$ cat config.mk
export PLATFORM = sky130hd
export DESIGN_NAME = mgp_ports
export DESIGN_NICKNAME = d
export VERILOG_FILES = /design/src/rtl/mgp_pkg.sv /design/src/rtl/mgp_ports.sv
export VERILOG_INCLUDE_DIRS = /design/src /design/src/rtl
export SDC_FILE = /design/constraint.sdc
export NUM_CORES = 1
export LEC_CHECK = 0
export ABC_AREA = 1
export BUFFER_PORTS_ARGS = -buffer_cell sky130_fd_sc_hd__buf_2
export CAP_MARGIN = 10
export CORE_MARGIN = 1
export CORE_UTILIZATION = 53
export CTS_CLUSTER_DIAMETER = 60
export CTS_CLUSTER_SIZE = 25
export DETAILED_ROUTE_END_ITERATION = 10
export GPL_TIMING_DRIVEN = 1
export MAX_ROUTING_LAYER = met4
export PLACE_DENSITY = 0.86
export SLEW_MARGIN = 20
export SYNTH_ARGS = -nofsm -noshare
export SYNTH_HDL_FRONTEND = slang
export SYNTH_SLANG_ARGS = --single-unit
$ cat constraint.sdc
create_clock -name mclk_i -period 6.25 [get_ports mclk_i]
set_input_delay 0 -clock mclk_i [delete_from_list [all_inputs] [get_ports mclk_i]]
set_output_delay 0 -clock mclk_i [all_outputs]
set_load 0.02 [all_outputs]
$ cat src/rtl/mgp_params.svh
/*
 Register offsets, field positions and reset values of the port block.
 Assumes inclusion by the port module.
*/
`ifndef MGP_PARAMS_SVH
`define MGP_PARAMS_SVH

`define MGP_ADDR_W          4
`define MGP_OFS_SIX_DATA    4'h0
`define MGP_OFS_SIX_DIR     4'h1
`define MGP_OFS_SIX_PULL    4'h2
`define MGP_OFS_F_DATA      4'h3
`define MGP_OFS_F_DIR       4'h4
`define MGP_OFS_G_DATA      4'h5
`define MGP_OFS_G_DIR       4'h6
`define MGP_OFS_G_PULL      4'h7
`define MGP_OFS_STANDBY     4'h8
`define MGP_OFS_OPEN_DRAIN  4'h9

`define MGP_SIX_MASK        8'hff
`define MGP_SIX_PULL_MASK   8'hfc
`define MGP_F_MASK          8'h07
`define MGP_G_MASK          8'h06
`define MGP_STBY_SPL_BIT    0
`define MGP_DIR_RST         8'h00
`define MGP_DATA_RST        8'h00
`define MGP_PULL_RST        8'h00
`define MGP_OD_RST          8'h00
`define MGP_STBY_RST        8'h00

`endif

$ cat src/rtl/mgp_pkg.sv
/*
 Types shared by the port block.
 Assumes mgp_params.svh sits beside it.
*/
package mgp_pkg;

    // Pin view of one 8-bit port: output, enable and pull-up
    typedef struct packed {
        logic [7:0] dout;
        logic [7:0] oe;
        logic [7:0] pull;
    } mgp_pins_t;

    // Peripheral override of one port
    typedef struct packed {
        logic [7:0] en;
        logic [7:0] dat;
    } mgp_perif_t;

    // Per port storage
    typedef struct packed {
        logic [7:0] data;
        logic [7:0] dir;
        logic [7:0] pull;
    } mgp_regs_t;

endpackage

$ cat src/rtl/mgp_ports.sv
/*
 Three general purpose ports (eight, three and two pins) with data latch and direction,
 pull-up control and peripheral overrides on the eight- and two-pin ports, and standby isolation.
 Assumes a simple register port with read data one cycle after the strobe,
 pin inputs synchronous to mclk_i, and the standby mode given as a level.
*/
// The address map and the address-and-strobe port were decided locally.
`timescale 1ns/1ps
`include "mgp_params.svh"

// Contract
// - Direction one drives latch value
// - Direction zero leaves pin undriven
// - Data write always updates latch
// - Output pin read returns latch
// - Input read pin; rmw read latch
// - Peripheral output drives pin; read pin
// - Peripheral input: read pin, rmw latch
// - Reset clears all direction bits
// - Standby with bit set floats pins
// - Enabled interrupt inputs stay unblocked
// - Standby with bit clear holds state
// - Pull-up bit connects pull-up
// - Pull-up off while driving low
// - First port eight pins, bits 0-1 no pull-up
// - Second port bits 0-2, no pull-up
// - Open-drain high releases pin
// - Peripheral enable overrides latch drive
// - Third port data, direction, pull-up
// - Third port uses bits 1 and 2
module mgp_ports (
    // Clock and reset
    input  wire logic                    mclk_i,
    input  wire logic                    rst_i,
    // Register port
    input  wire logic [`MGP_ADDR_W-1:0]  addr_i,
    input  wire logic [7:0]              wdata_i,
    input  wire logic                    wr_i,
    input  wire logic                    rd_i,
    input  wire logic                    rmw_i,
    output logic      [7:0]              rdata_o,
    // Standby and interrupt enables
    input  wire logic                    standby_i,
    input  wire logic [1:0]              irq_in_en_i,
    input  wire logic [1:0]              trig_irq_en_i,
    // Peripheral outputs
    input  wire mgp_pkg::mgp_perif_t     perif_six_i,
    input  wire mgp_pkg::mgp_perif_t     perif_g_i,
    // Pins
    input  wire logic [7:0]              six_pin_i,
    input  wire logic [7:0]              f_pin_i,
    input  wire logic [7:0]              g_pin_i,
    output mgp_pkg::mgp_pins_t           six_pins_o,
    output mgp_pkg::mgp_pins_t           f_pins_o,
    output mgp_pkg::mgp_pins_t           g_pins_o,
    // Inputs as seen by the core and peripherals
    output logic      [7:0]              six_in_o,
    output logic      [7:0]              f_in_o,
    output logic      [7:0]              g_in_o
);

    ////////////////////////////////////////////////////////////////////////////
    // Register storage

    mgp_pkg::mgp_regs_t six_r;
    mgp_pkg::mgp_regs_t f_r;
    mgp_pkg::mgp_regs_t g_r;
    logic [7:0]         stby_r;
    logic [7:0]         od_r;

    wire we_six_d  = wr_i && (addr_i == `MGP_OFS_SIX_DATA);
    wire we_six_dir = wr_i && (addr_i == `MGP_OFS_SIX_DIR);
    wire we_six_p  = wr_i && (addr_i == `MGP_OFS_SIX_PULL);
    wire we_f_d    = wr_i && (addr_i == `MGP_OFS_F_DATA);
    wire we_f_dir  = wr_i && (addr_i == `MGP_OFS_F_DIR);
    wire we_g_d    = wr_i && (addr_i == `MGP_OFS_G_DATA);
    wire we_g_dir  = wr_i && (addr_i == `MGP_OFS_G_DIR);
    wire we_g_p    = wr_i && (addr_i == `MGP_OFS_G_PULL);
    wire we_stby   = wr_i && (addr_i == `MGP_OFS_STANDBY);
    wire we_od     = wr_i && (addr_i == `MGP_OFS_OPEN_DRAIN);

    // Masks keep unused bits at zero on write
    wire [7:0] wd_six  = wdata_i & `MGP_SIX_MASK;
    wire [7:0] wd_six_p = wdata_i & `MGP_SIX_PULL_MASK;
    wire [7:0] wd_f    = wdata_i & `MGP_F_MASK;
    wire [7:0] wd_g    = wdata_i & `MGP_G_MASK;

    always_ff @(posedge mclk_i or posedge rst_i) begin
        if (rst_i) begin
            six_r  <= {`MGP_DATA_RST, `MGP_DIR_RST, `MGP_PULL_RST};
            f_r    <= {`MGP_DATA_RST, `MGP_DIR_RST, `MGP_PULL_RST};
            g_r    <= {`MGP_DATA_RST, `MGP_DIR_RST, `MGP_PULL_RST};
            stby_r <= `MGP_STBY_RST;
            od_r   <= `MGP_OD_RST;
        end else begin
            if (we_six_d) six_r.data <= wd_six;
            if (we_six_dir) six_r.dir <= wd_six;
            if (we_six_p) six_r.pull <= wd_six_p;
            if (we_f_d)   f_r.data   <= wd_f;
            if (we_f_dir) f_r.dir    <= wd_f;
            if (we_g_d)   g_r.data   <= wd_g;
            if (we_g_dir) g_r.dir    <= wd_g;
            if (we_g_p)   g_r.pull   <= wd_g;
            if (we_stby)  stby_r     <= {7'h00, wdata_i[`MGP_STBY_SPL_BIT]};
            if (we_od)    od_r       <= wdata_i;
        end
    end

    ////////////////////////////////////////////////////////////////////////////
    // Pin drive

    // Isolation only with the state bit set; otherwise pins hold as they are
    wire isolate = standby_i && stby_r[`MGP_STBY_SPL_BIT];

    // Peripheral enable wins over the latch; software must clear it first
    wire [7:0] six_drv_en  = perif_six_i.en | six_r.dir;
    wire [7:0] six_drv_val = (perif_six_i.en & perif_six_i.dat) |
                             (~perif_six_i.en & six_r.data);
    wire [7:0] g_drv_en    = (perif_g_i.en & `MGP_G_MASK) | g_r.dir;
    wire [7:0] g_drv_val   = (perif_g_i.en & perif_g_i.dat) | (~perif_g_i.en & g_r.data);
    wire [7:0] f_drv_en    = f_r.dir;
    wire [7:0] f_drv_val   = f_r.data;

    // Open drain: a one releases rather than drives
    wire [7:0] six_oe_nxt  = isolate ? 8'h00 : six_drv_en & ~(od_r & six_drv_val);
    wire [7:0] f_oe_nxt    = isolate ? 8'h00 : f_drv_en & ~(od_r & f_drv_val);
    wire [7:0] g_oe_nxt    = isolate ? 8'h00 : g_drv_en & ~(od_r & g_drv_val);

    // Pull-up only while the pin is not pulled low by us
    wire [7:0] six_pu_nxt  = six_r.pull & `MGP_SIX_PULL_MASK & ~(six_oe_nxt & ~six_drv_val);
    wire [7:0] g_pu_nxt    = g_r.pull & `MGP_G_MASK & ~(g_oe_nxt & ~g_drv_val);

    ////////////////////////////////////////////////////////////////////////////
    // Input blocking

    // Pins 0,1 carry external interrupts; 4 and 7 the counter clock and trigger
    wire [7:0] six_keep = {trig_irq_en_i[1], 2'b00, trig_irq_en_i[0], 2'b00, irq_in_en_i};
    wire [7:0] six_in_nxt = isolate ? (six_pin_i & six_keep) : six_pin_i;
    wire [7:0] f_in_nxt   = isolate ? 8'h00 : (f_pin_i & `MGP_F_MASK);
    wire [7:0] g_in_nxt   = isolate ? 8'h00 : (g_pin_i & `MGP_G_MASK);

    ////////////////////////////////////////////////////////////////////////////
    // Read path

    // Plain reads give pin level on inputs and peripheral pins, latch otherwise
    wire [7:0] six_sel_latch = rmw_i ? 8'hff : (six_r.dir & ~perif_six_i.en);
    wire [7:0] g_sel_latch   = rmw_i ? 8'hff : (g_r.dir & ~perif_g_i.en);
    wire [7:0] f_sel_latch   = rmw_i ? 8'hff : f_r.dir;
    wire [7:0] six_rd = (six_sel_latch & six_r.data) | (~six_sel_latch & six_in_o);
    wire [7:0] f_rd   = ((f_sel_latch & f_r.data) | (~f_sel_latch & f_in_o)) & `MGP_F_MASK;
    wire [7:0] g_rd   = ((g_sel_latch & g_r.data) | (~g_sel_latch & g_in_o)) & `MGP_G_MASK;

    logic [7:0] rdata_nxt;
    always_comb begin
        case (addr_i)
            `MGP_OFS_SIX_DATA:   rdata_nxt = six_rd;
            `MGP_OFS_SIX_DIR:    rdata_nxt = six_r.dir;
            `MGP_OFS_SIX_PULL:   rdata_nxt = six_r.pull;
            `MGP_OFS_F_DATA:     rdata_nxt = f_rd;
            `MGP_OFS_F_DIR:      rdata_nxt = f_r.dir;
            `MGP_OFS_G_DATA:     rdata_nxt = g_rd;
            `MGP_OFS_G_DIR:      rdata_nxt = g_r.dir;
            `MGP_OFS_G_PULL:     rdata_nxt = g_r.pull;
            `MGP_OFS_STANDBY:    rdata_nxt = stby_r;
            `MGP_OFS_OPEN_DRAIN: rdata_nxt = od_r;
            default:             rdata_nxt = 8'h00;
        endcase
    end

    ////////////////////////////////////////////////////////////////////////////
    // Output registers; one cycle of latency from any register change to pins

    always_ff @(posedge mclk_i or posedge rst_i) begin
        if (rst_i) begin
            rdata_o    <= 8'h00;
            six_pins_o <= '0;
            f_pins_o   <= '0;
            g_pins_o   <= '0;
            six_in_o   <= 8'h00;
            f_in_o     <= 8'h00;
            g_in_o     <= 8'h00;
        end else begin
            rdata_o    <= rd_i ? rdata_nxt : 8'h00;
            six_pins_o <= {six_drv_val, six_oe_nxt, six_pu_nxt};
            f_pins_o   <= {f_drv_val & `MGP_F_MASK, f_oe_nxt, 8'h00};
            g_pins_o   <= {g_drv_val & `MGP_G_MASK, g_oe_nxt, g_pu_nxt};
            six_in_o   <= six_in_nxt;
            f_in_o     <= f_in_nxt;
            g_in_o     <= g_in_nxt;
        end
    end

endmodule

; ---- After elaboration in Yosys (flattened, before gate mapping)
; Index checks and enable logic that the tools add are counted.
[word_totals]
word_cells = 96
inputBits = 78
ff_bits = 118
[classes]
n_bitwise = 42
n_eq_ne = 9
n_reduce_logical = 12
n_mux = 11
[op_table]
columns = operator, n
row1 = $and A8 B8 Y8, 13
row2 = $not A8 Y8, 10
row3 = $pmux W8 S10, 1
row4 = $mux W8, 6
row5 = $or A8 B8 Y8, 4
row6 = $and A3 B8 Y8, 3
row7 = $and A8 B3 Y8, 2
row8 = $eq A4 B3 Y1 const B, 4
row9 = $and A3 B3 Y3, 5
row10 = $mux W3, 4
row11 = $logic_and A1 B1 Y1, 11
row12 = $or A3 B3 Y3, 3
row13 = $eq A4 B2 Y1 const B, 2
row14 = $eq A4 B4 Y1 const B, 2
row15 = $not A3 Y3, 2
row16 = $eq A4 B1 Y1 const B, 1
row17 = $logic_not A4 Y1, 1

; ---- Depth between registers and ports, before layout
; Gate-level depths: netlist (run 1).
[logic_depth]
ltp_word = 10
mapped_depth = 9
ltp_nobuf = 9

; ---- Worst setup path after synthesis (run 1)
; OpenSTA, ideal clock, no wires.
[synth_path]
path_type = register -> register
start = register stby_r[0]
end = register six_pins_o[3] (netlist name)
path_buffers = 1
arrival_time_ns = 1.062
setup_ns = 0.119
path_stages_with_launch = 5
path_slack_ns = 5.070
synth_period_minus_slack_ns = 1.180
cell_sequence = dfrtp_1 > nand2_1 > clkbuf_1 > o21ai_0 > o21a_1
[synth_between]
elab_chain_cells = 5
[synth_lines]
columns = item, line
row1 = start: declaration, mgp_ports.sv:68  ; logic [7:0] stby_r;
row2 = start signal: assignment, mgp_ports.sv:93  ; stby_r <= `MGP_STBY_RST;
row3 = start signal: assignment, mgp_ports.sv:104  ; if (we_stby) stby_r <= {7'h00, wdata_i[`MGP_STBY_SPL_BIT]};
row4 = $logic_and A1 B1 Y1, mgp_ports.sv:113  ; wire isolate = standby_i && stby_r[`MGP_STBY_SPL_BIT];
row5 = $mux W8, mgp_ports.sv:125  ; wire [7:0] six_oe_nxt = isolate ? 8'h00 : six_drv_en & ~(od_r & six_drv_val);
row6 = $and A8 B8 Y8, mgp_ports.sv:130  ; wire [7:0] six_pu_nxt = six_r.pull & `MGP_SIX_PULL_MASK & ~(six_oe_nxt & ~six_drv_val);
row7 = $not A8 Y8, mgp_ports.sv:130
row8 = $and A8 B8 Y8, mgp_ports.sv:130
row9 = named net six_pu_nxt[3], mgp_ports.sv:130
row10 = end signal: assignment, mgp_ports.sv:184  ; six_pins_o <= {six_drv_val, six_oe_nxt, six_pu_nxt};
row11 = end: declaration, mgp_ports.sv:53  ; output mgp_pkg::mgp_pins_t six_pins_o,
; The timed path passes the listed nets, and every way through them passes these cells.
; A chain may end at the register's enable or synchronous reset.

; ---- Worst setup path after layout (run 1)
[layout_path]
start = input port perif_six_i[14] (netlist name)
end = register six_pins_o[22] (netlist name)
[layout_between]
elab_chain_cells = 3
elab_cells_between_ends = 4
cone_classes = bitwise: 4
[layout_lines]
columns = item, line
row1 = start: declaration, mgp_ports.sv:47  ; input wire mgp_pkg::mgp_perif_t perif_six_i,
row2 = $not A8 Y8, mgp_ports.sv:118  ; (~perif_six_i.en & six_r.data);
row3 = $and A8 B8 Y8, mgp_ports.sv:118
row4 = $or A8 B8 Y8 *, mgp_ports.sv:117  ; wire [7:0] six_drv_val = (perif_six_i.en & perif_six_i.dat) |
row5 = named net six_drv_val[6], mgp_ports.sv:117
; Mark *: on every way through the listed nets, which the timed path passes. The rest lies on a longest branch.

==> results summary, run 1 <==
The met1 layer usage reported by global route is 32.7%. Static timing analysis puts the maximum clock frequency at 546 MHz. The final layout net count came out at 756. The number of antenna diodes in the final layout is 0. After global routing the overflow that remains totals 0. The worst hold slack across all endpoints is -0.00200 ns. The highest-utilization routing layer at the global route stage is met2. The switching portion of total power came out at 32.0%.

The number of enable flip-flop cells after synthesis is 0. Setup repair after global routing left no endpoint under its margin. The met3 track demand over resource in global routing came out at 3.99%. Sorting the synthesized cells by how often they occur yields nand2_1, dfrtp_1, buf_4, inv_1, nor2_1. For this design the ratio of total power to cell area is 287 nW/um2.

The final reports fail on negative hold slack. Setup violations remaining at the end of the flow were counted as 0. The number of warnings issued by yosys came out at 0. The final HPWL from detailed placement is 7390 um. The floorplan row count is 33. The vias after detailed routing is around 4000. The share of the clock period used by the worst path after layout is 29.3%. The H-tree depth came out at 3. The total buffers and inverters traversed by the critical path is 4. The largest fanout of any net on the critical path is 4. The placeable core region came out at 8340 um2. The number of antenna-violating nets in the routed design came out at 0. The synthesized flop and latch total came out at 98. The number of buffers inserted during clock tree synthesis is 9. The final cell utilization of the core is 70.2%. The pin count of the biggest net entering global routing came out at 76. The buffers inserted during post-CTS setup optimization came out at 0. In this run the power spent charging and discharging nets is 539 uW. In this run the cell area of the synthesized design comes to approximately 4600 um2. The signal on the critical path passes through dlygate4sd3_1 > buf_2 > nand2_1 > dlygate4sd3_1 > o21ai_0 > dlygate4sd3_1. The leakage power came out at 0.00312 uW. The fraction of synthesis flops using an asynchronous set or reset pin is 100%. The die outline width came out at around 96 um.

The first-pass iteration count of the detailed router is 5. The fraction of layout instances using a drive strength above 1 is 24.6%. The critical path's largest stage delay is 0.63 ns. On the final layout, the worst clock skew is 0.00647 ns.

Among cell families on the critical path, the largest total delay comes from buffers and inverters. The number of hold buffers added after CTS was 55. The final wirelength came out at 11400 um. CTS saw between 90 and 100 sinks. The first routing iteration left 207 violations.

The count of boundary I/O pins is about 180. At the end of routability-driven placement, the weighted congestion stood at 0.911. The layout overhead on the synthesized area is 26.2%.

In the synthesized netlist the dominant register cell turns out to be dfrtp_1. The data arrival at the endpoint of the critical path came out at 2.07 ns. STA classifies the critical path startpoint as a primary input. CTS placed an instance of clkbuf_8 at the clock tree root. Once the floorplan was initialized, standard cells occupied 55.6% of the core. The relative contribution of combinational cells to total power is 23.9%. The number of filler instances in the final layout came out at 635. The met2 capacity usage during global routing is 44.9%. The path class of the tightest hold or removal check is in2reg.

Of the synthesized area, sequential elements account for between 50% and 60%. The worst-path cell with the longest stage delay is dlygate4sd3_1. The cell count after synthesis came out at 513. The internal power contribution came out at 1140 uW. By instance count, the cell type seen most on the critical path is dlygate4sd3_1. The average instance in the mapped netlist occupies 9.04 um2. Measured against its own limit, the worst slew margin works out to 37.5%. The die covers approximately 9100 um2.

The flow ran to the end, but the final reports show violations. The setup path with the least slack is of type in2reg. In the global route stage, overall resource usage came out at between 20 and 30%. The first-pass GRT wire length came out at roughly 18000 um.

The number of input and output port buffers inserted came out at 109. The most frequent cell after synthesis is nand2_1. After synthesis, the cell types taking the most area are dfrtp_1, nand2_1, buf_4. The time the worst path needs with I/O delays and setup came out at 1.83 ns. The initial antenna violation count came out at 0. After detailed routing, the average wire length per cell comes to 14.5 um. The residual DRC count came out at 0. The largest total area in the synthesized netlist belongs to dfrtp_1. The clock network accounts for 27.8% of the total power.

The total of cells resized after clock tree synthesis is 0. The measured slew at the worst slew-check pin is 0.937 ns. Measured along the y axis, the die boundary spans 95.6 um. The total negative setup slack is 0 ns. The largest vdd supply drop is 120 uV. The ratio of routed vias to standard cells came out at 5.07. Synthesis instantiated 28 different standard cells from the library. After clock tree synthesis, the clock-pin slew on the worst setup and hold paths is approximately 0.090 ns.

The via count of the first global-routing pass came out at ~3800. The number of maximum-capacitance violations came out at 0. The insertion delay to the later sink of the worst-skew pair is 0.35 ns. The part of the power in registers came out at 48.3%. The total count of hold-check failures in the final report came out at 2. The final count of pins violating max slew is 0. TritonCTS built the clock tree. The deepest clock path buffer count is 2. The capturing element type of the critical path is a flop. Data on the critical path is required at its endpoint by 6.49 ns. The top cell type's share of synthesized area is 52.9%.
[power groups by stage]
stage	Clock [uW]	Sequential [uW]	Combinational (uW)
final	468	812	402
after detailed placement	0	821	363
after floorplan	0	866	214
after global placement	0	816	349
after global routing	506	822	444
after CTS	474	808	398
[cell families after synthesis]
logic type	share of synthesized area [%]
and+or+nand+nor	19.5
buffers and inverters	13.8
AOI/OAI and AO/OA	13.8
DFF	52.9
other	0.0809
[metrics by stage]
step / setup WS [ns] / std cells / total power, uW / instance area [um2]
after floorplan: 3.69 / 561 / 1080 / 4820
after global routing: 4.35 / 788 / 1770 / 5850
after CTS: 4.45 / 788 / 1680 / 5850
after global placement: 4.48 / 717 / 1170 / 5060
after detailed placement: 4.46 / 717 / 1180 / 5060
final: 4.42 / 788 / 1680 / 5850
[layout make-up]
cell class / count / area [um2] / share of cell area [%]
clock buffer: 12 / 165 / 2.82
timing repair buffer: 165 / 1100 / 18.9
tap: 105 / 131 / 2.25
clock inverter: 4 / 72.6 / 1.24
inverter: 53 / 201 / 3.44
multi-input combinational: 351 / 1730 / 29.5
sequential: 98 / 2450 / 41.9
[tightest hold or removal path, cell delays in order]
cell and delay [ns]:
buf_2 0.09, inv_1 0.10, o21ai_2 0.14
[state kept, by name (all words and copies together), names as in the netlist, 3 cells and up]
register / count
f_drv_en: 3
f_drv_val: 3
f_in_o: 3
f_pins_o: 6
g_pins_o: 6
g_r: 6
od_r: 8
rdata_o: 8
six_in_o: 8
six_pins_o: 22
six_r: 22
[path summary, 6_finish.rpt]
kind / startpoint / to / slack (ns) / depth (start not counted)
max: perif_six_i[14] / six_pins_o[22] / 4.42 / 6
min: wdata_i[7] / six_r[15] / -0.002 / 3
max reg2reg: stby_r[0] / f_pins_o[10] / 4.43 / 3
min reg2reg: f_drv_val[1] / f_pins_o[17] / 0.44 / 0
max in group asynchronous: rst_i / f_drv_en[2] / 4.90 / 4
min in group asynchronous: rst_i / g_pins_o[17] / 0.13 / 3
[layout by cell type, fill, tap and decap left out, drive strengths merged]
master	synthesis	layout
a21o	2	2
a211oi	3	3
nor3	1	1
buf	57	110
dfrtp	98	98
dlygate4sd3	0	55
o21ai	68	68
nand2	116	116
nand3b	3	3
inv	53	53
nand3	36	36
clkinvlp	0	1
conb	1	49
o211ai	2	2
clkinv	0	1
clkbuf	2	12
a21oi	10	10
nor2	48	48
bufinv	0	2
o21a	12	12
o21bai	1	1
[routing by layer]
layer | share of wire (%) | wire length [um]
met2 | 52 | 5900
met3 | 6.2 | 708
met1 | 39 | 4500
met5 | 0 | 0
met4 | 2.9 | 332
Note: power is estimated with default switching activity, not from simulation.
==> inputs of run 2 (changes only) <==
--- a/config.mk
+++ b/config.mk
@@ -10,13 +10,13 @@
 export BUFFER_PORTS_ARGS = -buffer_cell sky130_fd_sc_hd__buf_2
 export CAP_MARGIN = 10
 export CORE_MARGIN = 1
-export CORE_UTILIZATION = 53
+export CORE_UTILIZATION = 44
 export CTS_CLUSTER_DIAMETER = 60
 export CTS_CLUSTER_SIZE = 25
 export DETAILED_ROUTE_END_ITERATION = 10
 export GPL_TIMING_DRIVEN = 1
 export MAX_ROUTING_LAYER = met4
-export PLACE_DENSITY = 0.86
+export PLACE_DENSITY = 0.76
 export SLEW_MARGIN = 20
 export SYNTH_ARGS = -nofsm -noshare
 export SYNTH_HDL_FRONTEND = slang
==> constraint.sdc (replaced) <==
create_clock -name mclk_i -period 1.5 [get_ports mclk_i]
set_input_delay 0 -clock mclk_i [delete_from_list [all_inputs] [get_ports mclk_i]]
set_output_delay 0 -clock mclk_i [all_outputs]
set_load 0.02 [all_outputs]
==> run 2 against run 1 <==
  * The run now ends clean
  * Clock skew is 0.0018 ns higher
  * Combinational power grew to 4.1 times the previous value
  * Hold slack better by 0.010 ns
  * Critical path type unchanged
  * Power grew to 4.0 times the previous value
  * Highest routed layer unchanged
==> results summary, run 2 (same netlist as run 1, synthesis figures left out) <==
The run finished with clean final reports. The sort of element at the start of the critical path is a primary input. In the final layout, the registers with the most flip-flops are six_pins_o x22, six_r x22. The deepest clock path buffer count is 2.

The filler cells instantiated in the layout total 913. Max-cap violations in this run came to 0. The clock-pin slew of the registers on the worst-case setup and hold paths came out at about 0.09 ns.

The number of cells traversed by the worst register-to-register path is 3. Along the worst path, the maximum fanout reaches 3. Excluding fillers, the count of instances in the completed layout stands at around 820.

Setup repair after global routing left no endpoint under its margin. Derived from the worst setup path, the maximum achievable clock frequency is 724 MHz. The worst path uses 92.0% of the clock period. VDD sags by at most about 480 uV. The number of antenna-violating nets in the routed design came out at 0. The completed layout was analyzed and its total power is 6750 uW.

The required time at the endpoint of the critical path is 1.77 ns. The floorplan row count is 37. The number of placed cells counting well taps is 754.

In this run the clock root is driven by a clkbuf_8. The worst hold slack across all endpoints came out at between 0.008 and 0.009 ns. The worst setup path is captured at a flop.

The clock tree from TritonCTS is built. Leaving out fill and tap cells, the most frequent cell in the layout is nand2_1. The initial antenna violation count is 0. The total negative setup slack is 0 ns. The via count of the first global-routing pass came out at ~3700. Across the routed clock network, the largest skew measured is between 0.008 and 0.009 ns. The net count of the finished layout is 760.

At the end of routability-driven placement, the weighted congestion stood at 0.852. The setup path with the least slack is of type in2reg. For this run, design rule violations remaining after detail routing come to 0. The final HPWL from detailed placement came out at 7450 um. The starting density of the core came out at a little under half. The first-pass iteration count of the detailed router came out at 4.

After layout, the minimum clock period comes to 1.38 ns. The worst min-delay path category is in2reg. The final count of pins violating max slew is 0. The wire length per cell is 13.2 um. The ratio of routed vias to standard cells is 4.63. The insertion delay to the later sink of the worst-skew pair came out at ~0.37 ns.

The die span in y came out at 105 um. Data on the critical path arrives at its endpoint at 1.65 ns. The worst hold path cell count is 3. The number of diodes added for antenna fixing is 0. The count of boundary I/O pins is 182. The number of clock sinks came out at between 90 and 100. Global routing used 21.7% of the available tracks across all layers.

Cells fill 57.4% of the core in the end. The first global-routing pass estimated 17800 um of wire. The routed layout has 3812 vias. The fraction of layout instances using a drive strength above 1 came out at approximately a quarter. The power density over the cells came out at 1150 nW/um2. The count of endpoints failing setup in the final report came out at 0. In the layout the commonest cells are nand2_1, buf_2, dfrtp_1. The total congestion overflow after global routing came out at 0. The H-tree depth came out at 3.

The violation count after the first detailed-route iteration is slightly below 200. The number of buffers inserted during clock tree synthesis is 9. The die covers 11000 um2. The total count of hold-check failures in the final report came to 0. The buffers inserted during post-CTS setup optimization is 0. Entering global routing, the biggest net connects a little under 100 pins. In this run the tool buffered the top-level ports with 109 buffer cells. Wires add up to 10900 um. The placeable core region is 10300 um2. The die outline width is 105 um. Relative to the synthesized area, the layout overhead comes to 27.1%.

The leakage power is 0.00312 uW.
-- run 2: layer usage --
| layer | share of wire (%) | global-route usage [%] | vias up |
|---|---|---|---|
| met5 | 0 | - | - |
| met4 | 2.4 | 10.8 | 0 |
| met3 | 5.6 | 2.74 | 22 |
| met2 | 49 | 34.9 | 134 |
| met1 | 43 | 27.0 | 1780 |
| li1 | - | - | 1876 |
-- run 2: worst max-delay path, cell delays in order --
cell	delay (ns)
dlygate4sd3_1	0.55
buf_2	0.13
nand2_1	0.05
dlygate4sd3_1	0.55
o21ai_0	0.16
o21a_1	0.21
-- run 2: area by class of cell --
| type | instances | area [um2] | share of cell area [%] |
|---|---|---|---|
| Clock buffer | 10 | 138 | 2.33 |
| Clock inverter | 6 | 65.1 | 1.10 |
| Inverter | 53 | 203 | 3.44 |
| Multi-Input combinational cell | 351 | 1730 | 29.3 |
| Sequential cell | 98 | 2450 | 41.6 |
| Tap cell | 136 | 170 | 2.89 |
| Timing Repair Buffer | 169 | 1140 | 19.4 |
-- run 2: metrics by stage --
step           instance area [um2]  setup slack, ns
6_report                      5890            0.119
5_1_grt                       5890           0.0460
4_1_cts                       5890            0.121
3_5_place_dp                  5160            0.217
3_3_place_gp                  5160            0.254
2_1_floorplan                 4820            0.320
-- run 2: path summary, 6_finish.rpt --
path	startpoint	end	slack [ns]
setup / recovery	perif_six_i[4]	six_pins_o[4]	0.12
hold / removal	wdata_i[0]	six_r[8]	0.008
setup reg to reg	six_r[21]	six_pins_o[21]	0.15
hold reg to reg	f_drv_val[0]	f_pins_o[16]	0.44
max in group asynchronous	rst_i	g_r[18]	0.81
min in group asynchronous	rst_i	six_in_o[4]	0.31
-- run 2: power breakdown --
group / switching (uW) / internal, uW / total [uW]
clock network: 925 / 819 / 1740
logic: 1030 / 609 / 1640
registers: 293 / 3080 / 3370
-- run 2: repair_timing --
item / in CTS / in global routing
hold buffers: 53 / 0
gates resized for setup: 0 / 1
setup endpoints to repair: 0 / 1
hold endpoints to repair: 150 / 0
